==> src/common/tat_pkg.sv <==
// Purpose: shared constants and types of the table access / test / xor unit
// Assumes: one core clock edge per quarter-phase, four per instruction cycle
// Notes: opcode fields are matched against the registered instruction word
package tat_pkg;

    // quarter-phases of one instruction cycle
    localparam logic [1:0] TAT_Q1 = 2'h0;
    localparam logic [1:0] TAT_Q2 = 2'h1;
    localparam logic [1:0] TAT_Q3 = 2'h2;
    localparam logic [1:0] TAT_Q4 = 2'h3;

    // widths
    localparam int TAT_PTR_W = 21;
    localparam int TAT_HOLD_N = 8;
    localparam int TAT_HOLD_IDX_W = 3;
    localparam int TAT_BANK_W = 4;

    // opcode fields: upper byte, then fields of the lower byte
    localparam logic [7:0] TAT_TBL_OPC = 8'h00;
    localparam logic [5:0] TAT_TRD_SEL = 6'h02;
    localparam logic [5:0] TAT_TWR_SEL = 6'h03;
    localparam logic [6:0] TAT_TST_OPC = 7'h33;
    localparam logic [7:0] TAT_XOR_OPC = 8'h0A;

    // quick-access bank: low half maps to bank 0, high half to the top bank
    localparam logic [7:0] TAT_ACC_SPLIT = 8'h80;
    localparam logic [3:0] TAT_BANK_LOW = 4'h0;
    localparam logic [3:0] TAT_BANK_HIGH = 4'hF;

    // reset values
    localparam logic [20:0] TAT_PTR_RST = 21'h000000;
    localparam logic [7:0] TAT_LATCH_RST = 8'h00;
    localparam logic [7:0] TAT_HOLD_RST = 8'hFF;
    localparam logic [7:0] TAT_ACC_RST = 8'h00;

    // pointer handling selected by the two low argument-byte bits
    typedef enum logic [1:0] {
        TAT_MODE_KEEP,
        TAT_MODE_POST_INC,
        TAT_MODE_POST_DEC,
        TAT_MODE_PRE_INC
    } tat_mode_t;

    // execution sequencer
    typedef enum logic [2:0] {
        TAT_ST_IDLE,
        TAT_ST_EXEC,
        TAT_ST_TBL2,
        TAT_ST_SKIP1,
        TAT_ST_SKIP2
    } tat_state_t;

    // one program word: opcode byte and argument byte
    typedef struct packed {
        logic [7:0] opc;
        logic [7:0] arg;
    } tat_instr_t;

    // arithmetic flags this unit may change
    typedef struct packed {
        logic neg;
        logic zero;
    } tat_flags_t;

endpackage

==> src/verilog/tat_decode_exec.sv <==
// Purpose: decode and execute table read/write, test-skip-zero, xor literal
// Assumes: all inputs synchronous to core_clk; flash and file data valid
//          from the quarter-phase after their request until Q4
// Notes: unrecognised opcodes pass as one-cycle no-operations
//
// Overview of operation
// - table read copies the flash byte at the pointer into the latch
// - the table pointer is 21 bits and addresses single bytes
// - pointer bit zero picks low byte (0) or high byte (1) of a word
// - mode 0 keeps, 1 post-increments, 2 post-decrements, 3 pre-increments
// - table read takes two cycles; latch written in Q4 of the second
// - table write stores latch into holding register picked by pointer[2:0]
// - eight holding registers stage bytes for later flash programming
// - table write decodes as twelve zeros, then 11, then the mode field
// - table ops and test-skip leave the arithmetic flags untouched
// - test-skip decodes as 0110011, access bit, then file address
// - a zero file register discards the prefetched instruction for a nop
// - test-skip takes one cycle, two when skipping, three over two words
// - access bit 0 forces the quick-access bank; 1 uses bank select
// - xor literal xors accumulator with immediate, updating only N and Z
`timescale 1ns/100ps

module tat_decode_exec
    import tat_pkg::*;
#(
    parameter int PTR_W = TAT_PTR_W,
    parameter int HOLD_N = TAT_HOLD_N
) (
    input wire logic core_clk,
    input wire logic rst_n,
    input wire logic instr_valid,
    input wire tat_instr_t instr,
    output logic instr_ready,
    input wire logic prefetch_two_word,
    output logic prefetch_discard,
    output logic [1:0] quarter_phase,
    output logic pm_rd,
    output logic [PTR_W-1:0] pm_addr,
    input wire logic [15:0] pm_rdata,
    input wire logic [TAT_BANK_W-1:0] bank_select_register,
    output logic fr_rd,
    output logic [TAT_BANK_W+7:0] fr_addr,
    input wire logic [7:0] fr_rdata,
    input wire logic ptr_load,
    input wire logic [PTR_W-1:0] ptr_load_value,
    input wire logic latch_load,
    input wire logic [7:0] latch_load_value,
    output logic [PTR_W-1:0] table_pointer,
    output logic [7:0] table_latch,
    output logic [HOLD_N-1:0][7:0] hold_regs,
    output logic [7:0] accumulator,
    output tat_flags_t flags,
    output logic busy
);

    tat_state_t state;
    tat_state_t next_state;
    tat_instr_t cur;
    logic [1:0] q;
    logic is_trd;
    logic is_twr;
    logic is_tbl;
    logic is_tst;
    logic is_xor;
    tat_mode_t mode;
    logic tst_zero;
    logic [7:0] wr_data;
    logic [PTR_W-1:0] next_ptr;
    logic [7:0] next_acc;
    logic q4;
    logic take;
    logic hold_we;
    logic [TAT_HOLD_IDX_W-1:0] hold_idx;

    // quarter-phase counter; each core edge is one quarter of a cycle
    always_ff @(posedge core_clk) begin
        if (!rst_n) begin
            q <= TAT_Q1;
        end else begin
            q <= q + 2'h1;
        end
    end

    assign quarter_phase = q;
    // a word offered outside idle Q1 waits; nothing is queued
    assign q4 = (q == TAT_Q4);
    assign instr_ready = (state == TAT_ST_IDLE) && (q == TAT_Q1);
    assign take = instr_ready && instr_valid;
    assign busy = (state != TAT_ST_IDLE);

    // decode from the word captured at Q1
    assign is_tbl = (cur.opc == TAT_TBL_OPC);
    assign is_trd = is_tbl && (cur.arg[7:2] == TAT_TRD_SEL);
    assign is_twr = is_tbl && (cur.arg[7:2] == TAT_TWR_SEL);
    assign is_tst = (cur.opc[7:1] == TAT_TST_OPC);
    assign is_xor = (cur.opc == TAT_XOR_OPC);
    // both table ops share the mode encoding
    assign mode = tat_mode_t'(cur.arg[1:0]);

    // instruction word latched at decode time
    always_ff @(posedge core_clk) begin
        if (!rst_n) begin
            cur <= '0;
        end else if (take) begin
            cur <= instr;
        end
    end

    // file address: a=0 forces quick-access bank, a=1 uses bank select
    always_ff @(posedge core_clk) begin
        if (!rst_n) begin
            fr_addr <= '0;
        end else if (take) begin
            if (instr.opc[0]) begin
                fr_addr <= {bank_select_register, instr.arg};
            end else if (instr.arg < TAT_ACC_SPLIT) begin
                fr_addr <= {TAT_BANK_LOW, instr.arg};
            end else begin
                fr_addr <= {TAT_BANK_HIGH, instr.arg};
            end
        end
    end

    // file register is read in Q2 of the test-skip cycle
    assign fr_rd = (state == TAT_ST_EXEC) && is_tst && (q == TAT_Q2);

    // zero test in Q3; result acted on at Q4
    // sampled for every op, read only by test-skip
    always_ff @(posedge core_clk) begin
        if (!rst_n) begin
            tst_zero <= 1'b0;
        end else if ((state == TAT_ST_EXEC) && (q == TAT_Q3)) begin
            tst_zero <= (fr_rdata == 8'h00);
        end
    end

    // discard pulse tells the fetch stage to drop the prefetched word
    assign prefetch_discard = (state == TAT_ST_EXEC) && is_tst && q4
        && tst_zero;

    // sequencer: every instruction ends at a Q4 edge
    always_comb begin
        next_state = state;
        case (state)
            TAT_ST_IDLE: begin
                if (take) begin
                    next_state = TAT_ST_EXEC;
                end
            end
            TAT_ST_EXEC: begin
                if (q4) begin
                    if (is_trd || is_twr) begin
                        next_state = TAT_ST_TBL2;
                    end else if (is_tst && tst_zero) begin
                        next_state = TAT_ST_SKIP1;
                    end else begin
                        // xor and unknown opcodes end after one cycle
                        next_state = TAT_ST_IDLE;
                    end
                end
            end
            TAT_ST_TBL2: begin
                // both table ops leave after their second Q4
                if (q4) begin
                    next_state = TAT_ST_IDLE;
                end
            end
            TAT_ST_SKIP1: begin
                // a two-word victim costs one more nop cycle
                if (q4) begin
                    if (prefetch_two_word) begin
                        next_state = TAT_ST_SKIP2;
                    end else begin
                        next_state = TAT_ST_IDLE;
                    end
                end
            end
            TAT_ST_SKIP2: begin
                // second word of the victim is also dropped
                if (q4) begin
                    next_state = TAT_ST_IDLE;
                end
            end
            default: begin
                // unused encodings recover to idle
                next_state = TAT_ST_IDLE;
            end
        endcase
    end

    always_ff @(posedge core_clk) begin
        if (!rst_n) begin
            state <= TAT_ST_IDLE;
        end else begin
            state <= next_state;
        end
    end

    // pointer: pre-increment ends cycle one, post updates end cycle two;
    // instruction updates win over a software load in the same edge
    always_comb begin
        next_ptr = table_pointer;
        if ((state == TAT_ST_EXEC) && q4 && (is_trd || is_twr)
            && (mode == TAT_MODE_PRE_INC)) begin
            next_ptr = table_pointer + PTR_W'(1);
        end else if ((state == TAT_ST_TBL2) && q4
            && (mode == TAT_MODE_POST_INC)) begin
            next_ptr = table_pointer + PTR_W'(1);
        end else if ((state == TAT_ST_TBL2) && q4
            && (mode == TAT_MODE_POST_DEC)) begin
            next_ptr = table_pointer - PTR_W'(1);
        end else if (ptr_load) begin
            next_ptr = ptr_load_value;
        end
    end

    // byte-granular pointer wraps across the whole address space
    always_ff @(posedge core_clk) begin
        if (!rst_n) begin
            table_pointer <= PTR_W'(TAT_PTR_RST);
        end else begin
            table_pointer <= next_ptr;
        end
    end

    // flash address frozen at Q1 of cycle two, so a late load cannot tear it
    always_ff @(posedge core_clk) begin
        if (!rst_n) begin
            pm_addr <= '0;
        end else if ((state == TAT_ST_TBL2) && (q == TAT_Q1) && is_trd) begin
            pm_addr <= table_pointer;
        end
    end

    // flash read strobe in Q2 of the second cycle
    // one quarter only, so the flash sees a single request
    assign pm_rd = (state == TAT_ST_TBL2) && is_trd && (q == TAT_Q2);

    // latch: byte chosen by pointer bit zero, written at Q4 of cycle two
    always_ff @(posedge core_clk) begin
        if (!rst_n) begin
            table_latch <= TAT_LATCH_RST;
        end else if ((state == TAT_ST_TBL2) && q4 && is_trd) begin
            if (pm_addr[0]) begin
                table_latch <= pm_rdata[15:8];
            end else begin
                table_latch <= pm_rdata[7:0];
            end
        end else if (latch_load) begin
            table_latch <= latch_load_value;
        end
    end

    // table write samples the latch at the end of its first cycle
    // a later latch load cannot change the byte in flight
    always_ff @(posedge core_clk) begin
        if (!rst_n) begin
            wr_data <= TAT_LATCH_RST;
        end else if ((state == TAT_ST_EXEC) && q4 && is_twr) begin
            wr_data <= table_latch;
        end
    end

    // index uses the pointer after any pre-increment
    assign hold_we = (state == TAT_ST_TBL2) && q4 && is_twr;
    assign hold_idx = table_pointer[TAT_HOLD_IDX_W-1:0];

    // staging buffer drained later by the flash programming sequence
    // index wraps every eight bytes of pointer
    for (genvar i = 0; i < HOLD_N; i++) begin : g_hold
        always_ff @(posedge core_clk) begin
            if (!rst_n) begin
                hold_regs[i] <= TAT_HOLD_RST;
            end else if (hold_we && (hold_idx == TAT_HOLD_IDX_W'(i))) begin
                hold_regs[i] <= wr_data;
            end
        end
    end

    // xor result written to the accumulator at Q4
    assign next_acc = accumulator ^ cur.arg;

    always_ff @(posedge core_clk) begin
        if (!rst_n) begin
            accumulator <= TAT_ACC_RST;
        end else if ((state == TAT_ST_EXEC) && q4 && is_xor) begin
            accumulator <= next_acc;
        end
    end

    // only xor touches flags; table and test ops never reach here
    // kept out of the table paths so no status side effect can leak
    always_ff @(posedge core_clk) begin
        if (!rst_n) begin
            flags <= '0;
        end else if ((state == TAT_ST_EXEC) && q4 && is_xor) begin
            flags.neg <= next_acc[7];
            flags.zero <= (next_acc == 8'h00);
        end
    end

endmodule

==> config.mk <==
export PLATFORM = sky130hd
export DESIGN_NAME = tat_decode_exec
export DESIGN_NICKNAME = d
export VERILOG_FILES = /design/src/common/tat_pkg.sv /design/src/verilog/tat_decode_exec.sv
export SDC_FILE = /design/constraint.sdc
export NUM_CORES = 1
export LEC_CHECK = 0
export BUFFER_PORTS_ARGS = -buffer_cell sky130_fd_sc_hd__buf_4
export CAP_MARGIN = 20
export CORE_MARGIN = 3
export CORE_UTILIZATION = 56
export DETAILED_ROUTE_END_ITERATION = 6
export PLACE_DENSITY = 0.86
export SLEW_MARGIN = 30
export SYNTH_ARGS = -nofsm -noshare
export SYNTH_HDL_FRONTEND = slang
export SYNTH_SLANG_ARGS = --single-unit
==> constraint.sdc <==
create_clock -name core_clk -period 6.1 [get_ports core_clk]
set_input_delay 1.22 -clock core_clk [delete_from_list [all_inputs] [get_ports core_clk]]
set_output_delay 1.22 -clock core_clk [all_outputs]
set_load 0.05 [all_outputs]
# Word-level counts from Yosys, hierarchy flattened
# Index checks and enable logic that the tools add are counted.
# totals
register_bits	166
out_inout_bits	143
in_bits	79
word_cells	112
# op_classes
eq_ne	25
n_lt_le_gt_ge	1
mux	17
reduce_logical	44
addsub	3
bitwise	1
# op_table
operator	n
21-bit 2-to-1 mux	4
1-bit logical AND	32
8-bit logical NOT	3
12-bit 2-to-1 mux	2
8-bit 2-to-1 mux	3
21-bit by 1-bit adder with 21-bit output, second input constant	1
21-bit by 1-bit subtractor with 21-bit output, second input constant	1
3-bit == test, second input constant	5
3-bit 2-to-1 mux	5
3-bit by 2-bit == test with 1-bit output, second input constant	4
6-bit by 2-bit == test with 1-bit output, second input constant	2
3-bit one-hot mux with 4 select lines	1
2-bit == test, second input constant	4
8-bit by 4-bit == test with 1-bit output, second input constant	1
8-bit less-than comparator, second input constant	1
8-bit XOR	1
7-bit by 6-bit == test with 1-bit output, second input constant	1
3-bit by 1-bit == test with 1-bit output, second input constant	2
3-bit logical NOT	2
2-bit != test, second input constant	3
2-bit by 1-bit == test with 1-bit output, second input constant	2
2-bit 2-to-1 mux	2
4-bit AND reduction	1
4-bit nonzero test	1
7 further kinds	7

# Longest topological paths before layout
# Gate-level depths: netlist of the first run.
# depth
word_depth	6
ltp_mapped	10
ltp_nobuf	8

# Worst setup path after synthesis of the first run
# No wires, ideal clock.
# synth_timing
path_kind	register to output
startpoint	reg q[0], in the netlist quarter_phase[0]
endpoint	out pm_rd
arrival_time_ps	2480
path_buffers	0
setup_slack_ps	2400
required_ps	4880
path_stages_with_launch	4
cell_sequence	dfxtp_1 -> ha_1 -> inv_1 -> nor4_1
# synth_between
elab_chain_len	2
# synth_lines
item	line_no	rtl
from (decl)	tat_decode_exec.sv:59	logic [1:0] q;
from (signal assigned)	tat_decode_exec.sv:80	q <= q + 2'h1;
2-bit by 1-bit == test with 1-bit output	tat_decode_exec.sv:237	assign pm_rd = (state == TAT_ST_TBL2) && is_trd && (q == TAT_Q2);
1-bit logical AND	tat_decode_exec.sv:237	
to (decl)	tat_decode_exec.sv:37	output logic pm_rd,
# No other way between the ends.

# Worst setup path after layout of the first run
# layout_timing
startpoint	reg state[0]
endpoint	out prefetch_discard
# layout_between
elab_chain_len	4
# layout_lines
item	line_no	rtl
from (decl)	tat_decode_exec.sv:56	tat_state_t state;
from (signal assigned)	tat_decode_exec.sv:195	state <= next_state;
3-bit by 1-bit == test with 1-bit output	tat_decode_exec.sv:138	assign prefetch_discard = (state == TAT_ST_EXEC) && is_tst && q4
1-bit logical AND (2 in series)	tat_decode_exec.sv:138	
1-bit logical AND	tat_decode_exec.sv:139	&& tst_zero;
to (decl)	tat_decode_exec.sv:35	output logic prefetch_discard,
# No other way between the ends.

==> results of run 1 <==
-- metal layers --
| metal | wire, µm | vias up | share of wire |
|---|---|---|---|
| met4 | 709 | 0 | 0.031 |
| met3 | 2100 | 67 | 0.093 |
| li1 | - | 3655 | - |
| met5 | 0 | - | 0 |
| met1 | 9210 | 3592 | 0.41 |
| met2 | 10600 | 412 | 0.47 |
-- report_power, final --
part           switching, mW  total (mW)  internal, mW
clock                  0.422        1.05         0.624
combinational          0.218       0.349         0.131
sequential            0.0532        1.10          1.05
-- per-stage QoR --
step,utilization,std cells,setup slack [ns]
5_1_grt,0.725,1309,2.39
2_1_floorplan,-,966,2.40
3_5_place_dp,0.681,1276,2.91
3_3_place_gp,0.681,1276,2.91
6_report,0.725,1309,2.51
4_1_cts,0.724,1308,2.54
-- worst max-delay path, stage by stage, from the launching register on --
cell	delay [ns]
sky130_fd_sc_hd__dfxtp_1	0.48
sky130_fd_sc_hd__nor3b_2	0.37
sky130_fd_sc_hd__nand2_1	0.14
sky130_fd_sc_hd__nor4_1	0.35
sky130_fd_sc_hd__nand2_1	0.18
sky130_fd_sc_hd__nor2_1	0.20
sky130_fd_sc_hd__buf_4	0.23
-- flip-flops by register name, indices dropped and copies added, names as in the netlist --
signal / cells
state: 3
table_pointer: 21
hold_regs: 64
accumulator: 8
pm_addr: 21
table_latch: 8
wr_data: 8
flags: 1
fr_addr: 5
cur: 15
quarter_phase: 2
tst_zero: 1
-- Yosys cell counts, types with 10 or more instances --
library cell / n
sky130_fd_sc_hd__nand2_1: 223
sky130_fd_sc_hd__dfxtp_1: 157
sky130_fd_sc_hd__nand3_1: 107
sky130_fd_sc_hd__a21oi_1: 72
sky130_fd_sc_hd__nor2_1: 50
sky130_fd_sc_hd__clkbuf_1: 47
sky130_fd_sc_hd__a211oi_1: 28
sky130_fd_sc_hd__mux2i_1: 19
sky130_fd_sc_hd__o21ai_0: 19
sky130_fd_sc_hd__buf_2: 17
sky130_fd_sc_hd__buf_4: 14
sky130_fd_sc_hd__inv_1: 14
sky130_fd_sc_hd__nor4_1: 14
sky130_fd_sc_hd__xnor2_1: 13
sky130_fd_sc_hd__ha_1: 11
sky130_fd_sc_hd__nor3_1: 11
sky130_fd_sc_hd__nand4_1: 10
sky130_fd_sc_hd__xor2_1: 10
-- kinds of logic (layout without fill, tap and decap cells) --
group                    Yosys count  in the layout  synth area share
buffers and inverters            106            273            0.0724
multiplexers                      21             21            0.0277
flip-flops                       157            157             0.409
AO/OA/AOI/OAI                    172            172             0.145
XOR/XNOR                          23             23            0.0262
AND/OR/NAND/NOR                  476            476             0.301
adder cells (fa/ha/maj)           11             11            0.0179
-- worst paths after layout --
kind	endpoint
max	prefetch_discard
min	pm_addr[6]$_SDFFE_PN0P_
max reg2reg	table_pointer[10]$_SDFFE_PN0P_
min reg2reg	pm_addr[6]$_SDFFE_PN0P_
-- area by class of cell --
type                            instances  share of cell area
Multi-Input combinational cell        703               0.411
Timing Repair Buffer                  226               0.175
Sequential cell                       157               0.325
Tap cell                              176              0.0228
Clock buffer                           23              0.0484
Clock inverter                          9              0.0115
Inverter                               15             0.00582
==> flow_summary_export.csv, run 1 <==
group,metric,value,unit
outcome,status,"finished clean",
critical_path,worst-r2r-setup-slack,3.37,ns
clocking,tritoncts,"done",
place,gpl.final_weighted_congestion,0.909,
cells_and_area,antennaDiodeCount,0,
cells_and_area,most_common_cell_after_layout_fill_and_taps_aside,"sky130_fd_sc_hd__buf_4",
global_routing,groute.usage.overall,0.295,
global_routing,grt_antenna_before_repair,0,
critical_path,cp.arrival,2.37,ns
floorplan,core_area,13300,µm²
logic_synthesis,syn-num-nets,1056,
cells_and_area,nFillCells,1057,
detailed_routing,wire_length_per_cell,17.3,µm
cells_and_area,post_route_cells_drive_above_1_share,0.248,
clocking,holdBufCountCts,0,
logic_synthesis,synth.cell_area,7680,µm²
detailed_routing,detail_route.first_pass.iterations,5,
timing,rsz_0062_raised_after_global_routing,"no",
cells_and_area,area_growth,26.0,%
global_routing,grt_busiest_layer,"met2",
clocking,clock_root_buffer,"sky130_fd_sc_hd__clkbuf_16",
logic_synthesis,async_s_r_ff_share_synth,0,
place,dpl_cell_area,9090,µm²
timing,finalClockSkew,0.00856,ns
logic_synthesis,netlist_instances,966,
floorplan,dieArea,15100,µm²
critical_path,cp-start-kind,"flop",
timing,fmax,278,MHz
hold_path,hold_path_class,"reg -> reg",
clocking,tritoncts.num_buffers,17,
cells_and_area,final_cell_mix,"sky130_fd_sc_hd__buf_4, sky130_fd_sc_hd__nand2_1, sky130_fd_sc_hd__dfxtp_1, sky130_fd_sc_hd__nand3_1, sky130_fd_sc_hd__a21oi_1",
clocking,clock_sink_count,157,
floorplan,die_h,123,µm
clocking,post-cts-setup-buffer-count,0,
global_routing,pin_count_of_the_biggest_net_entering_global_routing,86,
hold_path,launch_point_of_the_worst_hold_path,"pm_addr[6]$_SDFFE_PN0P_",
timing,final_hold_viol_count,0,
logic_synthesis,number_of_flip_flops_and_latches_in_the_synthesized_netlist,157,
job,drv.max_cap_violation_count,0,
logic_synthesis,synth_seq_area_share,0.409,
place,place_hpwl,15500,µm
clocking,clk-insertion-delay-late,0.43,ns
logic_synthesis,edff_count_synth,0,
logic_synthesis,yosysWarningCount,0,
critical_path,cp-end-kind,"output port",
clocking,htreeDepth,4,
critical_path,cp_data_required_time,4.88,ns
cells_and_area,ff_latch_area,3140,µm²
critical_path,regToRegStartpoint,"quarter_phase[0]$_SDFF_PN0_",
clocking,cts_resized,0,
timing,timing.slew.headroom,0.302,
power,p_leak,4.10,nW
logic_synthesis,post_synth_main_area_contributors,"sky130_fd_sc_hd__dfxtp_1, sky130_fd_sc_hd__nand2_1, sky130_fd_sc_hd__nand3_1, sky130_fd_sc_hd__a21oi_1, sky130_fd_sc_hd__a211oi_1",
clocking,ctsLongestPathBuffers,2,
global_routing,grt_pass1_vias,7022,
timing,totalNegativeSetupSlack,0,ns
logic_synthesis,synth_largest_type_area_fraction,0.409,
power,total_power,2.50,mW
detailed_routing,drt_wl_total,22600,µm
floorplan,io_pins,222,
floorplan,die-width,123,µm
detailed_routing,detail-route-antenna-nets,0,
power,max-vdd-ir-drop,173,µV
floorplan,starting_density_of_the_core,0.575,
detailed_routing,first_iter_violations,908,
critical_path,worstSetupPathType,"reg -> out",
global_routing,gr-usage-met3,0.0636,
cells_and_area,multi_input_area,3980,µm²
place,buffer_ports.inserted,221,
floorplan,num_rows,42,
critical_path,worstSetupStartpoint,"state[0]$_SDFFE_PN0P_",
hold_path,number_of_instances_on_the_worst_hold_path,2,
timing,finalCriticalPeriod,3.59,ns
logic_synthesis,synth.largest_area_cell,"sky130_fd_sc_hd__dfxtp_1",
critical_path,critical_path_peak_fanout,9,
timing,hold_ws,0.452,ns
timing,setup_viol_count_final,0,
cells_and_area,layout.cell_area.non_filler,9670,µm²
global_routing,grt_first_pass_wirelength,35500,µm
power,power-per-cell-area,258,nW/µm²
timing,tightest_slew,1.04,ns
global_routing,grt.overflow.total,0,
logic_synthesis,synth-main-ff-cell,"sky130_fd_sc_hd__dfxtp_1",
timing,final.period_utilization,0.589,
detailed_routing,num_vias,7726,
detailed_routing,drc,0,
global_routing,global_route.usage.met2,0.478,
critical_path,r2r_cells,7,
detailed_routing,route.detailed.vias_per_inst,5.90,
timing,timing_max_transition_violations_final,0,
clocking,clkSlewWorstSetupHoldPaths,0.06,ns
logic_synthesis,yosys_cell_types,74,
global_routing,global_route_track_usage_on_met1,0.381,
logic_synthesis,post_synth.cell_area_avg,7.95,µm²
cells_and_area,final_nets,1210,
Power figures use the tool's default switching activity.
==> run 2: changes to the inputs <==
ABC_AREA = 1   (was default)
CORE_UTILIZATION = 47   (was 56)
PLACE_DENSITY = 0.78   (was 0.86)
clock period = 3.2 ns   (was 6.1 ns; I/O delays follow)
==> flow_summary_export.csv, run 2 <==
group,metric,value,unit
timing,fmax,373,MHz
place,buffer_ports.inserted,221,
logic_synthesis,synth.largest_area_cell,"sky130_fd_sc_hd__dfxtp_1",
floorplan,dieArea,17600,µm²
timing,final.period_utilization,0.838,
logic_synthesis,post_synth_main_area_contributors,"sky130_fd_sc_hd__dfxtp_1, sky130_fd_sc_hd__nand2_1, sky130_fd_sc_hd__o211ai_1, sky130_fd_sc_hd__a21oi_1, sky130_fd_sc_hd__nand3_1",
place,place_hpwl,15900,µm
power,power.share.combinational,0.143,
global_routing,groute.usage.overall,0.245,
logic_synthesis,post_synth.cell_area_avg,7.37,µm²
logic_synthesis,synth_largest_type_area_fraction,0.417,
clocking,cts_resized,0,
timing,setup_viol_count_final,0,
timing,finalClockSkew,0.0110,ns
clocking,tritoncts,"done",
clocking,ctsLongestPathBuffers,2,
detailed_routing,detail_route.first_pass.iterations,6,
critical_path,cp.arrival,2.04,ns
global_routing,grt_antenna_before_repair,0,
timing,tightest_slew,0.769,ns
hold_path,hold_path_class,"in -> reg",
cells_and_area,area_growth,29.7,%
cells_and_area,antennaDiodeCount,0,
detailed_routing,drc,0,
critical_path,worstReg2RegEnd,"state[0]$_SDFFE_PN0P_",
cells_and_area,layout_top_registers,"hold_regs (64), pm_addr (21), table_pointer (21)",
detailed_routing,detail-route-antenna-nets,0,
critical_path,cp_slowest_cell,"sky130_fd_sc_hd__nor2_1",
logic_synthesis,synth_seq_area_share,0.417,
clocking,holdBufCountCts,0,
critical_path,crit_end,"instr_ready",
timing,finalCriticalPeriod,2.68,ns
clocking,clock_root_buffer,"sky130_fd_sc_hd__clkbuf_16",
outcome,status,"finished clean",
logic_synthesis,yosys_cell_types,40,
logic_synthesis,netlist_instances,1023,
critical_path,regToRegStartpoint,"quarter_phase[0]$_SDFF_PN0_",
floorplan,starting_density_of_the_core,0.489,
clocking,clk-insertion-delay-late,0.44,ns
logic_synthesis,synthMostInstantiatedCell,"sky130_fd_sc_hd__nand2_1",
critical_path,worstSetupStartpoint,"quarter_phase[0]$_SDFF_PN0_",
timing,totalNegativeSetupSlack,0,ns
logic_synthesis,async_s_r_ff_share_synth,0,
cells_and_area,final_nets,1298,
power,total_power,4.84,mW
global_routing,grt_first_pass_wirelength,35400,µm
detailed_routing,drt_wl_total,21900,µm
place,gpl.final_weighted_congestion,0.917,
floorplan,die_h,133,µm
timing,rsz_0062_raised_after_global_routing,"no",
logic_synthesis,synth-main-ff-cell,"sky130_fd_sc_hd__dfxtp_1",
cells_and_area,largest-register,"hold_regs",
power,clkPwrFrac,0.426,
power,power-per-cell-area,495,nW/µm²
power,p_leak,4.66,nW
critical_path,cp_data_required_time,2.56,ns
job,drv.max_cap_violation_count,0,
cells_and_area,fin_util,0.634,
critical_path,crit_path_frequent_cell,"sky130_fd_sc_hd__inv_1",
floorplan,io_pins,222,
timing,final_hold_viol_count,0,
clocking,tritoncts.num_buffers,17,
clocking,post-cts-setup-buffer-count,0,
power,max-vdd-ir-drop,371,µV
floorplan,core_area,15400,µm²
detailed_routing,wire_length_per_cell,15.3,µm
global_routing,grt.overflow.total,0,
logic_synthesis,syn-num-nets,1113,
logic_synthesis,yosysWarningCount,0,
logic_synthesis,edff_count_synth,0,
power,sequentialPowerShare,0.431,
cells_and_area,post_route_cells_drive_above_1_share,0.240,
cells_and_area,largest_register_ff_count,64,
clocking,clock_sink_count,157,
critical_path,cp-start-kind,"flop",
critical_path,worst-r2r-setup-slack,0.60,ns
cells_and_area,most_common_cell_after_layout_fill_and_taps_aside,"sky130_fd_sc_hd__nand2_1",
critical_path,cp_cell_sequence,"inv_1 -> ha_1 -> inv_1 -> nor2_1 -> buf_4",
global_routing,grt_pass1_vias,6977,
detailed_routing,route.detailed.vias_per_inst,5.25,
critical_path,cp-end-kind,"output port",
clocking,htreeDepth,4,
power,internal_power,3.38,mW
global_routing,pin_count_of_the_biggest_net_entering_global_routing,53,
logic_synthesis,synth.cell_area,7540,µm²
critical_path,cp_slowest_stage_delay,0.61,ns
logic_synthesis,netlist_top_cells_count,"sky130_fd_sc_hd__nand2_1, sky130_fd_sc_hd__dfxtp_1, sky130_fd_sc_hd__nor2_1",
critical_path,worstSetupPathType,"reg -> out",
critical_path,critical_path_peak_fanout,13,
cells_and_area,final_cell_mix,"sky130_fd_sc_hd__nand2_1, sky130_fd_sc_hd__buf_4, sky130_fd_sc_hd__dfxtp_1, sky130_fd_sc_hd__nor2_1",
timing,timing_max_transition_violations_final,0,
critical_path,r2r_cells,8,
power,netSwitchingPower,1.46,mW
floorplan,die-width,133,µm
clocking,clkSlewWorstSetupHoldPaths,0.07,ns
logic_synthesis,number_of_flip_flops_and_latches_in_the_synthesized_netlist,157,
detailed_routing,num_vias,7513,
timing,timing.slew.headroom,0.485,
detailed_routing,first_iter_violations,645,
power,sw_frac_of_total,0.302,
floorplan,num_rows,45,
[run 2: cells by family (layout without fill, tap and decap cells)]
family	count (synthesis)	count (layout)	share of synthesized area
AND/OR/NAND/NOR	471	471	0.279
buffers and inverters	129	327	0.0803
XOR/XNOR	23	23	0.0267
flip-flops	157	157	0.417
adder cells (fa/ha/maj)	11	11	0.0182
AO/OA/AOI/OAI	232	232	0.179
[run 2: through the flow]
step	hold WS, ns	setup slack, ns	cell area (µm²)	cells
after CTS	0.461	0.500	9780	1432
after detailed placement	0.463	0.663	9170	1400
final	0.468	0.519	9780	1432
after global placement	0.458	0.732	9170	1400
after floorplan	0.445	0.876	7540	1023
after global routing	0.486	0.247	9780	1432
[run 2: area by class of cell]
class,count,area (µm²)
clock buffers,18,439
clock inverters,14,170
fillers,1442,5650
inverters,66,248
multi-input cells,737,3800
flip-flops and latches,157,3140
well taps,211,264
repair buffers,229,1720
[run 2: power groups by stage]
stage	clock network, mW	registers [mW]	logic [mW]
floorplan	0	2.20	0.394
global placement	0	2.13	0.680
detailed placement	0	2.13	0.689
CTS	2.08	2.08	0.693
global route	2.16	2.09	0.761
finish	2.06	2.08	0.694
[run 2: how the worst min path moves through the flow]
| stage | cells past startpoint | to | slack (ns) | start |
|---|---|---|---|---|
| floorplan | 2 | cur[13]$_SDFFE_PN0P_ | 0.44 | cur[13]$_SDFFE_PN0P_ |
| global placement | 2 | hold_regs[44]$_SDFFE_PN1P_ | 0.46 | hold_regs[44]$_SDFFE_PN1P_ |
| detailed placement | 2 | hold_regs[34]$_SDFFE_PN1P_ | 0.46 | hold_regs[34]$_SDFFE_PN1P_ |
| CTS | 3 | table_latch[6]$_SDFFE_PN0P_ | 0.46 | latch_load_value[6] |
| global route | 3 | table_latch[0]$_SDFFE_PN0P_ | 0.49 | latch_load_value[0] |
| finish | 3 | table_latch[6]$_SDFFE_PN0P_ | 0.47 | latch_load_value[6] |
[run 2: critical path, delay by kind of cell (launching register included)]
family	cells	cell delay, ns
buf+inv	3	0.50
simple gates	1	0.61
flops	1	0.35
fa+ha+maj	1	0.15
[run 2: routing by layer]
layer  track usage  part of all wire
met1         0.318              0.44
met3        0.0700             0.086
met4        0.0820             0.017
met2         0.395              0.45
met5             0                 0
